[config.mk]
export PLATFORM = sky130hd
export DESIGN_NAME = sld_top
export DESIGN_NICKNAME = d
export VERILOG_FILES = /design/src/verilog/sld_pkg.sv /design/src/verilog/sld_top.sv /design/src/verilog/sld_frame_timer.sv /design/src/verilog/sld_booster_div.sv
export VERILOG_INCLUDE_DIRS = /design/src /design/src/verilog
export SDC_FILE = /design/constraint.sdc
export NUM_CORES = 1
export LEC_CHECK = 0
export BUFFER_PORTS_ARGS = -buffer_cell sky130_fd_sc_hd__clkbuf_2
export CAP_MARGIN = 20
export CORE_ASPECT_RATIO = 1.25
export CORE_MARGIN = 5
export CORE_UTILIZATION = 43
export DETAILED_ROUTE_END_ITERATION = 8
export PLACE_DENSITY = 0.68
export SYNTH_ARGS = -nofsm -noshare
export SYNTH_HDL_FRONTEND = slang
export SYNTH_SLANG_ARGS = --single-unit
[constraint.sdc]
create_clock -name ref_clk -period 4.3 [get_ports ref_clk]
set_input_delay 1.29 -clock ref_clk [delete_from_list [all_inputs] [get_ports ref_clk]]
set_output_delay 1.29 -clock ref_clk [all_outputs]
set_load 0.01 [all_outputs]
[src/verilog/sld_cfg.svh]
/*
  register offsets, field positions, reset values and frame divisors
  of the segment display driver control block.
  assumes inclusion by bare name from the top module, the checker and the testbench.
*/
`ifndef SLD_CFG_SVH
`define SLD_CFG_SVH

// register byte offsets on the plain register port
`define SLD_OFS_CTRL   8'h09
`define SLD_OFS_ADDR   8'h0a
`define SLD_OFS_DATA   8'h0b
`define SLD_OFS_BOOST  8'h0d

// display_control field positions
`define SLD_BIT_BIAS     7
`define SLD_BIT_DUTY_HI  6
`define SLD_BIT_DUTY_LO  5
`define SLD_BIT_EN       4
`define SLD_BIT_TYPE     2
`define SLD_BIT_FRM_HI   1
`define SLD_BIT_FRM_LO   0
// bit 3 is unused and reads as zero
`define SLD_CTRL_MASK    8'hf7

// system_booster_control field positions
`define SLD_BIT_BF_HI    2
`define SLD_BIT_BF_LO    1

// reset values
`define SLD_RST_CTRL   8'h00
`define SLD_RST_ADDR   5'h00
`define SLD_RST_BF     2'h0
`define SLD_RST_NIBBLE 4'h0

// sub-oscillator ticks per common slot, by frame code and duty
`define SLD_DIV_F0_D2  9'd256
`define SLD_DIV_F0_D3  9'd172
`define SLD_DIV_F0_D4  9'd128
`define SLD_DIV_F1_D2  9'd280
`define SLD_DIV_F1_D3  9'd188
`define SLD_DIV_F1_D4  9'd140
`define SLD_DIV_F2_D2  9'd304
`define SLD_DIV_F2_D3  9'd204
`define SLD_DIV_F2_D4  9'd152
`define SLD_DIV_F3_D2  9'd232
`define SLD_DIV_F3_D3  9'd156
`define SLD_DIV_F3_D4  9'd116

`endif

[src/verilog/sld_pkg.sv]
/*
  types shared by the segment display driver control block.
  assumes sld_cfg.svh sits beside it.
*/
package sld_pkg;

  // one cycle register request from software
  typedef struct packed {
    logic [7:0] addr;
    logic [7:0] wdata;
    logic       wr;
    logic       rd;
  } sld_bus_req_s;

  // multiplex mode, one-hot
  typedef enum logic [2:0] {
    SLD_DUTY_HALF    = 3'b001,
    SLD_DUTY_THIRD   = 3'b010,
    SLD_DUTY_QUARTER = 3'b100
  } sld_duty_e;

  // drive level in bias steps, 0 is ground
  typedef logic [1:0] sld_lvl_t;

endpackage

[src/verilog/sld_top.sv]
/*
  segment display driver control: control registers, display ram of one
  nibble per segment, frame timing and drive level generation.
  assumes a single ref_clk domain; sub_osc_clock arrives asynchronously
  and is far slower than ref_clk; an analog stage turns level codes into
  panel voltages.
*/
`timescale 1ns/1ps
`default_nettype none
`include "sld_cfg.svh"

module sld_top
  import sld_pkg::*;
#(
  parameter int SEG_NUM = 32,
  parameter int COM_NUM = 4
) (
  input  wire logic                      ref_clk,
  input  wire logic                      rst_b,
  input  wire sld_bus_req_s              bus_req,
  output logic     [7:0]                 rd_data,
  input  wire logic                      sub_osc_clock,
  output sld_lvl_t [COM_NUM-1:0]         com_lvl,
  output sld_lvl_t [SEG_NUM-1:0]         seg_lvl,
  output logic                           booster_clk
);

  // sub-oscillator synchroniser and accepted level
  logic       sync1_ff;
  logic       sync2_ff;
  logic       sync3_ff;
  logic       sub_lvl_ff;
  logic       nxt_sub_lvl;
  logic       sub_tick;

  // software visible state
  logic [7:0] ctrl_ff;
  logic [7:0] nxt_ctrl;
  logic [4:0] addr_ff;
  logic [4:0] nxt_addr;
  logic [1:0] bf_ff;
  logic [1:0] nxt_bf;
  logic [7:0] rd_data_ff;
  logic [7:0] nxt_rd_data;
  logic [3:0] ram_ff [SEG_NUM];

  // decoded control
  logic       drv_en;
  logic       bias_third;
  logic       wave_b;
  sld_duty_e  duty;
  logic [1:0] com_last;
  logic [8:0] slot_len;
  logic       wr_data;

  // frame state and level set of the current half slot
  logic [1:0] slot_idx;
  logic       half;
  logic       frame_phase;
  logic       pol;
  sld_lvl_t   lvl_max;
  sld_lvl_t   lvl_com_sel;
  sld_lvl_t   lvl_com_non;
  sld_lvl_t   lvl_seg_on;
  sld_lvl_t   lvl_seg_off;

  // three-stage capture; only the agreed pair of later stages is used
  always_comb begin
    nxt_sub_lvl = sub_lvl_ff;
    sub_tick    = 1'b0;
    if (sync2_ff == sync3_ff) begin
      nxt_sub_lvl = sync3_ff;
      sub_tick    = sync3_ff & ~sub_lvl_ff;
    end
  end

  always_ff @(posedge ref_clk or negedge rst_b) begin
    if (!rst_b) begin
      sync1_ff   <= 1'b0;
      sync2_ff   <= 1'b0;
      sync3_ff   <= 1'b0;
      sub_lvl_ff <= 1'b0;
    end else begin
      sync1_ff   <= sub_osc_clock;
      sync2_ff   <= sync1_ff;
      sync3_ff   <= sync2_ff;
      sub_lvl_ff <= nxt_sub_lvl;
    end
  end

  // register writes and registered read answer
  always_comb begin
    nxt_ctrl    = ctrl_ff;
    nxt_addr    = addr_ff;
    nxt_bf      = bf_ff;
    nxt_rd_data = 8'h00;
    if (bus_req.wr) begin
      unique case (bus_req.addr)
        `SLD_OFS_CTRL:  nxt_ctrl = bus_req.wdata & `SLD_CTRL_MASK;
        `SLD_OFS_ADDR:  nxt_addr = bus_req.wdata[4:0];
        `SLD_OFS_BOOST: nxt_bf   = {bus_req.wdata[`SLD_BIT_BF_HI],
                                    bus_req.wdata[`SLD_BIT_BF_LO]};
        default:        nxt_ctrl = ctrl_ff;
      endcase
    end
    if (bus_req.rd) begin
      unique case (bus_req.addr)
        `SLD_OFS_CTRL:  nxt_rd_data = ctrl_ff;
        `SLD_OFS_ADDR:  nxt_rd_data = {3'h0, addr_ff};
        `SLD_OFS_DATA:  nxt_rd_data = {4'h0, ram_ff[addr_ff]};
        `SLD_OFS_BOOST: nxt_rd_data = {5'h00, bf_ff, 1'b0};
        default:        nxt_rd_data = 8'h00; // unmapped reads zero
      endcase
    end
  end

  always_ff @(posedge ref_clk or negedge rst_b) begin
    if (!rst_b) begin
      ctrl_ff    <= `SLD_RST_CTRL;
      addr_ff    <= `SLD_RST_ADDR;
      bf_ff      <= `SLD_RST_BF;
      rd_data_ff <= 8'h00;
    end else begin
      ctrl_ff    <= nxt_ctrl;
      addr_ff    <= nxt_addr;
      bf_ff      <= nxt_bf;
      rd_data_ff <= nxt_rd_data;
    end
  end

  assign rd_data = rd_data_ff;
  assign wr_data = bus_req.wr && (bus_req.addr == `SLD_OFS_DATA);

  // control decode
  always_comb begin
    drv_en     = ctrl_ff[`SLD_BIT_EN];
    bias_third = ctrl_ff[`SLD_BIT_BIAS];
    wave_b     = ctrl_ff[`SLD_BIT_TYPE];
    if (ctrl_ff[`SLD_BIT_DUTY_HI]) begin
      duty = SLD_DUTY_QUARTER;
    end else if (ctrl_ff[`SLD_BIT_DUTY_LO]) begin
      duty = SLD_DUTY_THIRD;
    end else begin
      duty = SLD_DUTY_HALF;
    end
    com_last = 2'h1;
    slot_len = `SLD_DIV_F0_D2;
    unique case (duty)
      SLD_DUTY_HALF: begin
        com_last = 2'h1;
        unique case ({ctrl_ff[`SLD_BIT_FRM_HI], ctrl_ff[`SLD_BIT_FRM_LO]})
          2'h0: slot_len = `SLD_DIV_F0_D2;
          2'h1: slot_len = `SLD_DIV_F1_D2;
          2'h2: slot_len = `SLD_DIV_F2_D2;
          2'h3: slot_len = `SLD_DIV_F3_D2;
        endcase
      end
      SLD_DUTY_THIRD: begin
        com_last = 2'h2;
        unique case ({ctrl_ff[`SLD_BIT_FRM_HI], ctrl_ff[`SLD_BIT_FRM_LO]})
          2'h0: slot_len = `SLD_DIV_F0_D3;
          2'h1: slot_len = `SLD_DIV_F1_D3;
          2'h2: slot_len = `SLD_DIV_F2_D3;
          2'h3: slot_len = `SLD_DIV_F3_D3;
        endcase
      end
      SLD_DUTY_QUARTER: begin
        com_last = 2'h3;
        unique case ({ctrl_ff[`SLD_BIT_FRM_HI], ctrl_ff[`SLD_BIT_FRM_LO]})
          2'h0: slot_len = `SLD_DIV_F0_D4;
          2'h1: slot_len = `SLD_DIV_F1_D4;
          2'h2: slot_len = `SLD_DIV_F2_D4;
          2'h3: slot_len = `SLD_DIV_F3_D4;
        endcase
      end
    endcase
  end

  // frame timer only advances on sub-oscillator ticks
  sld_frame_timer u_frame (
    .ref_clk     (ref_clk),
    .rst_b       (rst_b),
    .run         (drv_en),
    .tick        (sub_tick),
    .slot_len    (slot_len),
    .com_last    (com_last),
    .slot_idx    (slot_idx),
    .half        (half),
    .frame_phase (frame_phase)
  );

  sld_booster_div u_boost (
    .ref_clk   (ref_clk),
    .rst_b     (rst_b),
    .run       (drv_en),
    .tick      (sub_tick),
    .sub_lvl   (sub_lvl_ff),
    .sel       (bf_ff),
    .boost_clk (booster_clk)
  );

  // type a inverts inside each slot, type b once per frame;
  // both keep the panel free of a net dc term over two frames
  always_comb begin
    pol         = wave_b ? frame_phase : half;
    lvl_max     = bias_third ? 2'h3 : 2'h2;
    lvl_com_sel = pol ? 2'h0 : lvl_max;
    lvl_com_non = pol ? lvl_max - 2'h1 : 2'h1;
    lvl_seg_on  = pol ? lvl_max : 2'h0;
    lvl_seg_off = pol ? lvl_max - 2'h2 : 2'h2;
  end

  // common outputs; commons beyond the duty stay non-selected
  genvar gc;
  generate
    for (gc = 0; gc < COM_NUM; gc++) begin : g_com
      sld_lvl_t com_ff;
      sld_lvl_t nxt_com;
      always_comb begin
        nxt_com = 2'h0;
        if (drv_en) begin
          nxt_com = (slot_idx == 2'(gc)) ? lvl_com_sel : lvl_com_non;
        end
      end
      always_ff @(posedge ref_clk or negedge rst_b) begin
        if (!rst_b) begin
          com_ff <= 2'h0;
        end else begin
          com_ff <= nxt_com;
        end
      end
      assign com_lvl[gc] = com_ff;
    end
  endgenerate

  // per segment: ram nibble and segment output
  genvar gs;
  generate
    for (gs = 0; gs < SEG_NUM; gs++) begin : g_seg
      logic [3:0] nxt_nib;
      sld_lvl_t   seg_ff;
      sld_lvl_t   nxt_seg;
      always_comb begin
        nxt_nib = ram_ff[gs];
        if (wr_data && (addr_ff == 5'(gs))) begin
          nxt_nib = bus_req.wdata[3:0];
        end
        nxt_seg = 2'h0;
        if (drv_en) begin
          nxt_seg = ram_ff[gs][slot_idx] ? lvl_seg_on : lvl_seg_off;
        end
      end
      always_ff @(posedge ref_clk or negedge rst_b) begin
        if (!rst_b) begin
          ram_ff[gs] <= `SLD_RST_NIBBLE;
          seg_ff     <= 2'h0;
        end else begin
          ram_ff[gs] <= nxt_nib;
          seg_ff     <= nxt_seg;
        end
      end
      assign seg_lvl[gs] = seg_ff;
    end
  endgenerate

endmodule

`default_nettype wire

[src/verilog/sld_frame_timer.sv]
/*
  frame timer: counts sub-oscillator ticks per common slot, steps the
  active common and flips the frame phase once per frame.
  assumes tick is a one-cycle pulse on ref_clk per rising sub-oscillator edge.
*/
`timescale 1ns/1ps
`default_nettype none

module sld_frame_timer (
  input  wire logic       ref_clk,
  input  wire logic       rst_b,
  input  wire logic       run,
  input  wire logic       tick,
  input  wire logic [8:0] slot_len,
  input  wire logic [1:0] com_last,
  output logic      [1:0] slot_idx,
  output logic            half,
  output logic            frame_phase
);

  logic [8:0] cnt_ff;
  logic [8:0] nxt_cnt;
  logic [1:0] slot_ff;
  logic [1:0] nxt_slot;
  logic       phase_ff;
  logic       nxt_phase;

  // slot and frame stepping; held at zero while stopped
  always_comb begin
    nxt_cnt   = cnt_ff;
    nxt_slot  = slot_ff;
    nxt_phase = phase_ff;
    if (!run) begin
      nxt_cnt   = 9'h000;
      nxt_slot  = 2'h0;
      nxt_phase = 1'b0;
    end else if (tick) begin
      if (cnt_ff >= slot_len - 9'd1) begin
        nxt_cnt = 9'h000;
        if (slot_ff >= com_last) begin
          nxt_slot  = 2'h0;
          nxt_phase = ~phase_ff;
        end else begin
          nxt_slot = slot_ff + 2'h1;
        end
      end else begin
        nxt_cnt = cnt_ff + 9'd1;
      end
    end
  end

  always_ff @(posedge ref_clk or negedge rst_b) begin
    if (!rst_b) begin
      cnt_ff   <= 9'h000;
      slot_ff  <= 2'h0;
      phase_ff <= 1'b0;
    end else begin
      cnt_ff   <= nxt_cnt;
      slot_ff  <= nxt_slot;
      phase_ff <= nxt_phase;
    end
  end

  assign slot_idx    = slot_ff;
  assign half        = (cnt_ff >= {1'b0, slot_len[8:1]}); // second half of slot
  assign frame_phase = phase_ff;

endmodule

`default_nettype wire

[src/verilog/sld_booster_div.sv]
/*
  booster clock divider: passes the sub-oscillator level or divides it
  by 4, 8 or 16.
  assumes tick marks each accepted rising edge of sub_lvl.
*/
`timescale 1ns/1ps
`default_nettype none

module sld_booster_div (
  input  wire logic       ref_clk,
  input  wire logic       rst_b,
  input  wire logic       run,
  input  wire logic       tick,
  input  wire logic       sub_lvl,
  input  wire logic [1:0] sel,
  output logic            boost_clk
);

  logic [3:0] cnt_ff;
  logic [3:0] nxt_cnt;
  logic       out_ff;
  logic       nxt_out;

  // ripple-free divider; counter msb taps give 50 % duty
  always_comb begin
    nxt_cnt = run ? (tick ? cnt_ff + 4'h1 : cnt_ff) : 4'h0;
    nxt_out = 1'b0;
    unique case (sel)
      2'h0: nxt_out = sub_lvl & run;
      2'h1: nxt_out = cnt_ff[1];
      2'h2: nxt_out = cnt_ff[2];
      2'h3: nxt_out = cnt_ff[3];
    endcase
  end

  always_ff @(posedge ref_clk or negedge rst_b) begin
    if (!rst_b) begin
      cnt_ff <= 4'h0;
      out_ff <= 1'b0;
    end else begin
      cnt_ff <= nxt_cnt;
      out_ff <= nxt_out;
    end
  end

  assign boost_clk = out_ff;

endmodule

`default_nettype wire

==> qor.log <==
[status] run status finished, final reports clean
[clocking] clock buffers created by TritonCTS 22
[logic_synthesis] leading post-synthesis cells by instance count sky130_fd_sc_hd__dfrtp_1, sky130_fd_sc_hd__mux2_2, sky130_fd_sc_hd__mux4_2
[logic_synthesis] biggest area contributors in the synthesized netlist sky130_fd_sc_hd__dfrtp_1, sky130_fd_sc_hd__mux4_2, sky130_fd_sc_hd__mux2_2, sky130_fd_sc_hd__and3b_1, sky130_fd_sc_hd__ha_1
[logic_synthesis] post-synthesis instance area 11,200 um^2
[timing] Clock Skew 0.0125 ns
[floorplanning] core box area 25,900 um^2
[floorplanning] starting density of the core 43.4%
[power_and_ir_drop] share of total power in combinational logic 7.0%
[placed_design] gp weighted congestion 0.844
[job] Maximum Capacitance Violations 0
[drt] total iterations of the first detailed-routing run 5
[clocking] number of levels the H-tree was split into 1
[power_and_ir_drop] power density normalized to cell area 351 nW/um^2
[worst_hold_path] count of cells along the worst hold path 0
[power_and_ir_drop] switching share of power 22.8%
[setup_path] setup slack of the most critical reg-to-reg path 0.62 ns
[timing] Final Worst Setup Slack 0.623 ns
[logic_synthesis] Async S/R FF share, synth 100%
[logic_synthesis] most area-hungry cell type in the Yosys netlist sky130_fd_sc_hd__dfrtp_1
[logic_synthesis] fraction of post-synthesis cell area in the top cell type by area 47.2%
[logic_synthesis] leading cell type by number of instances after synthesis sky130_fd_sc_hd__dfrtp_1
[setup_path] worst setup path class register to register
[floorplanning] floorplan die area 29,500 um^2
[power_and_ir_drop] Seq pwr share 46.4%
[floorplanning] number of placement rows 66
[setup_path] data arrival time of the critical path 4.11 ns
[setup_path] r2r endpoint u_frame.cnt_ff[8]
[final_layout] proportion of layout cells with a drive suffix above 1 40.3%
[power_and_ir_drop] clock share of power 46.6%
[global_routing] global-route wire length before repair 42.1 mm
[final_layout] final non-filler cell total 1,269
[power_and_ir_drop] Internal Power 3.42 mW
[clocking] number of instances resized during post-cts repair 0
[setup_path] sort of element at the start of the critical path register
[timing] setup repair after global routing missed its margin false
[worst_hold_path] Hold Crit Class register to register
[logic_synthesis] fraction of the mapped netlist area in adder cells 2.72%
[placed_design] placed insts 1,231
[setup_path] r2r worst-path depth 15
[power_and_ir_drop] maximum VDD drop 0.208 mV
[global_routing] antenna violations before repair 0
[logic_synthesis] number of enable flip-flop cells after synthesis 0
[global_routing] via count of the first global-routing pass 7,375
[logic_synthesis] total of warnings raised by yosys 0
[timing] final hold violations 0
[logic_synthesis] share of the synthesized area in compound gates (AO/OA/AOI/OAI) 4.37%
[logic_synthesis] post-synthesis average cell area 13.0 um^2
[timing] setup TNS after final layout 0 ns
[clocking] number of hold-repair buffers added at the cts stage 0
[setup_path] Worst Setup SP ctrl_ff[0]
[floorplanning] die extent in y 191 um
[timing] Worst-Margin Slew 1.09 ns
[logic_synthesis] portion of the post-synthesis area used by sequential elements 47.2%
[clocking] CTS root buffer sky130_fd_sc_hd__clkbuf_16
[setup_path] Critical Path End Type register
[logic_synthesis] gate count of the mapped netlist 866
[clocking] clock insertion delay at the later pin of the skew report 0.52 ns
[drt] post-detailed-route count of antenna-violating nets 0
[final_layout] # nets final 958
[logic_synthesis] mux share of post-synthesis cell area 29.3%
[clocking] TritonCTS Sinks 212
[logic_synthesis] Net Count, Synth 909
[drt] mean routed wirelength per cell 20.3 um
[setup_path] start of the worst register-to-register path ctrl_ff[0]
[global_routing] Overall Global Routing Usage 17.7%
[drt] Routed WL 25.8 mm
[clocking] Setup Fix Bufs, Post-CTS 0
[drt] violation count after the first detailed-route iteration 377
[clocking] TritonCTS clock tree yes
[floorplanning] top-level port count 102
[logic_synthesis] combinational family with the most area after synthesis multiplexers
[timing] fraction of the cycle the final worst path needs 85.5%
[logic_synthesis] post-synthesis register bit count 212
[drt] vias post-DR 7,339
[drt] DRC errors left 0
[setup_path] Max FO, Critical Path 7
[global_routing] Congestion Overflow GR 0
[drt] detailed-route vias per instance 5.78
[clocking] CTS clk-pin slew, worst paths 0.06 ns
[logic_synthesis] commonest register cell after synthesis sky130_fd_sc_hd__dfrtp_1
[timing] Rel. slew slack 27.5%
[clocking] CTS max path bufs 3
[timing] Max Clock Freq 272 MHz
[logic_synthesis] distinct cell type count of the synthesized netlist 53
[final_layout] area delta synth->final 12.0%
[timing] # setup viols final 0
[setup_path] data required time at the worst endpoint 4.74 ns
[placed_design] Worst Setup Slack post-DPL 0.593 ns
[power_and_ir_drop] total design power 4.43 mW
[setup_path] capturing instance or port of the critical path u_frame.cnt_ff[8]
[final_layout] ANT cells 0
[timing] total count of max-transition violations in the final report 0
[final_layout] share of the core filled with cells 48.6%
[timing] final worst path period need 3.68 ns
[logic_synthesis] parity-gate share of the synthesized area counting xor and xnor cells 1.32%
[placed_design] PortBufs 101
[floorplanning] die width 155 um
[placed_design] HPWL after DPL 18.1 mm
[power_and_ir_drop] net load switching power 1.01 mW
[power_and_ir_drop] leakage component of the power 5.93 nW
[global_routing] largest net degree at the start of global routing 92
[logic_synthesis] simple logic cell fraction of the synthesized area 10.2%
[cells by family (layout without fill, tap and decap cells)]
| family | count (synthesis) | after routing |
|---|---|---|
| simple gates | 208 | 208 |
| xor+xnor | 17 | 17 |
| mux | 219 | 219 |
| flops | 212 | 212 |
| buf+inv | 103 | 166 |
| fa+ha+maj | 25 | 25 |
| compound gates | 82 | 82 |
[critical path: stages (launching register included)]
cell and delay (ns):
sky130_fd_sc_hd__dfrtp_1 0.43, sky130_fd_sc_hd__inv_1 0.10, sky130_fd_sc_hd__ha_1 0.26, sky130_fd_sc_hd__o21ba_2 0.23, sky130_fd_sc_hd__a22o_1 0.19, sky130_fd_sc_hd__or2_2 0.32, sky130_fd_sc_hd__or3_1 0.40, sky130_fd_sc_hd__xnor2_1 0.21
sky130_fd_sc_hd__ha_1 0.28, sky130_fd_sc_hd__a21o_1 0.17, sky130_fd_sc_hd__a21oi_1 0.16, sky130_fd_sc_hd__nor2b_1 0.14, sky130_fd_sc_hd__o21ai_0 0.09, sky130_fd_sc_hd__o211ai_1 0.23, sky130_fd_sc_hd__nand2_1 0.25, sky130_fd_sc_hd__nor2_1 0.16
[through the flow]
stage	cell area, um^2	hold WS [ns]
global route	12600	0.378
global placement	11800	0.333
detailed placement	11800	0.342
CTS	12600	0.356
finish	12600	0.357
floorplan	11200	0.331
[routing by layer]
layer,vias to the layer above,track usage [%],wire (um)
li1,3263,-,-
met1,3795,23.8,10800
met2,227,29.5,12800
met3,54,2.84,1420
met4,0,6.08,796
met5,-,0,0
[power groups by stage]
stage,Clock (mW),Combinational [mW],Sequential (mW)
2_1_floorplan,0,0.196,2.08
3_3_place_gp,0,0.310,2.09
3_5_place_dp,0,0.314,2.09
4_1_cts,2.10,0.316,2.05
5_1_grt,2.18,0.350,2.06
6_report,2.06,0.312,2.05
[layout make-up]
type,instances,area [um^2]
inverters,14,52.6
repair buffers,114,624
fillers,2269,13300
flip-flops and latches,212,5310
clock inverters,10,153
well taps,340,425
clock buffers,28,634
multi-input cells,551,5400
[state kept, by name, summed over array words and instances, names as in the netlist]
| name | flops |
|---|---|
| sync1_ff | 1 |
| u_frame.frame_phase | 1 |
| bf_ff | 2 |
| g_com.com_ff | 8 |
| sub_lvl_ff | 1 |
| ram_ff | 128 |
| u_frame.cnt_ff | 9 |
| ctrl_ff | 7 |
| u_boost.boost_clk | 1 |
| sync3_ff | 1 |
| u_boost.cnt_ff | 4 |
| rd_data | 8 |
| g_seg.seg_ff | 33 |
| u_frame.slot_idx | 2 |
| addr_ff | 5 |
| sync2_ff | 1 |
[worst min path at each step]
stage	startpoint	to	slack, ns
after floorplan	sync1_ff	sync2_ff	0.33
after global placement	sync1_ff	sync2_ff	0.33
after detailed placement	sync1_ff	sync2_ff	0.34
after CTS	sync1_ff	sync2_ff	0.36
after global routing	sync1_ff	sync2_ff	0.38
final	sync1_ff	sync2_ff	0.36
[cell usage in the layout, fill, tap and decap left out, types with 3 or more instances in the layout]
master and instances:
sky130_fd_sc_hd__mux2_2 139, sky130_fd_sc_hd__dfrtp_1 210, sky130_fd_sc_hd__xor2_1 7, sky130_fd_sc_hd__bufinv_16 4, sky130_fd_sc_hd__a21boi_0 3, sky130_fd_sc_hd__nor3_1 4, sky130_fd_sc_hd__a22o_1 4, sky130_fd_sc_hd__xnor2_1 10
sky130_fd_sc_hd__o21ai_0 9, sky130_fd_sc_hd__and2_1 7, sky130_fd_sc_hd__clkbuf_16 23, sky130_fd_sc_hd__and3b_1 32, sky130_fd_sc_hd__buf_4 12, sky130_fd_sc_hd__mux2i_1 6, sky130_fd_sc_hd__nand3b_1 3, sky130_fd_sc_hd__maj3_1 3
sky130_fd_sc_hd__mux4_2 73, sky130_fd_sc_hd__o22ai_1 8, sky130_fd_sc_hd__ha_1 22, sky130_fd_sc_hd__nand3_1 39, sky130_fd_sc_hd__nor3b_1 3, sky130_fd_sc_hd__nand4_1 12, sky130_fd_sc_hd__nand2_1 35, sky130_fd_sc_hd__a21oi_1 39
sky130_fd_sc_hd__nand2b_1 8, sky130_fd_sc_hd__clkinv_2 5, sky130_fd_sc_hd__inv_1 14, sky130_fd_sc_hd__nor2_1 47, sky130_fd_sc_hd__and3_1 4, sky130_fd_sc_hd__clkbuf_8 5, sky130_fd_sc_hd__o31ai_1 4, sky130_fd_sc_hd__clkbuf_2 100
Power figures use the tool's default switching activity.
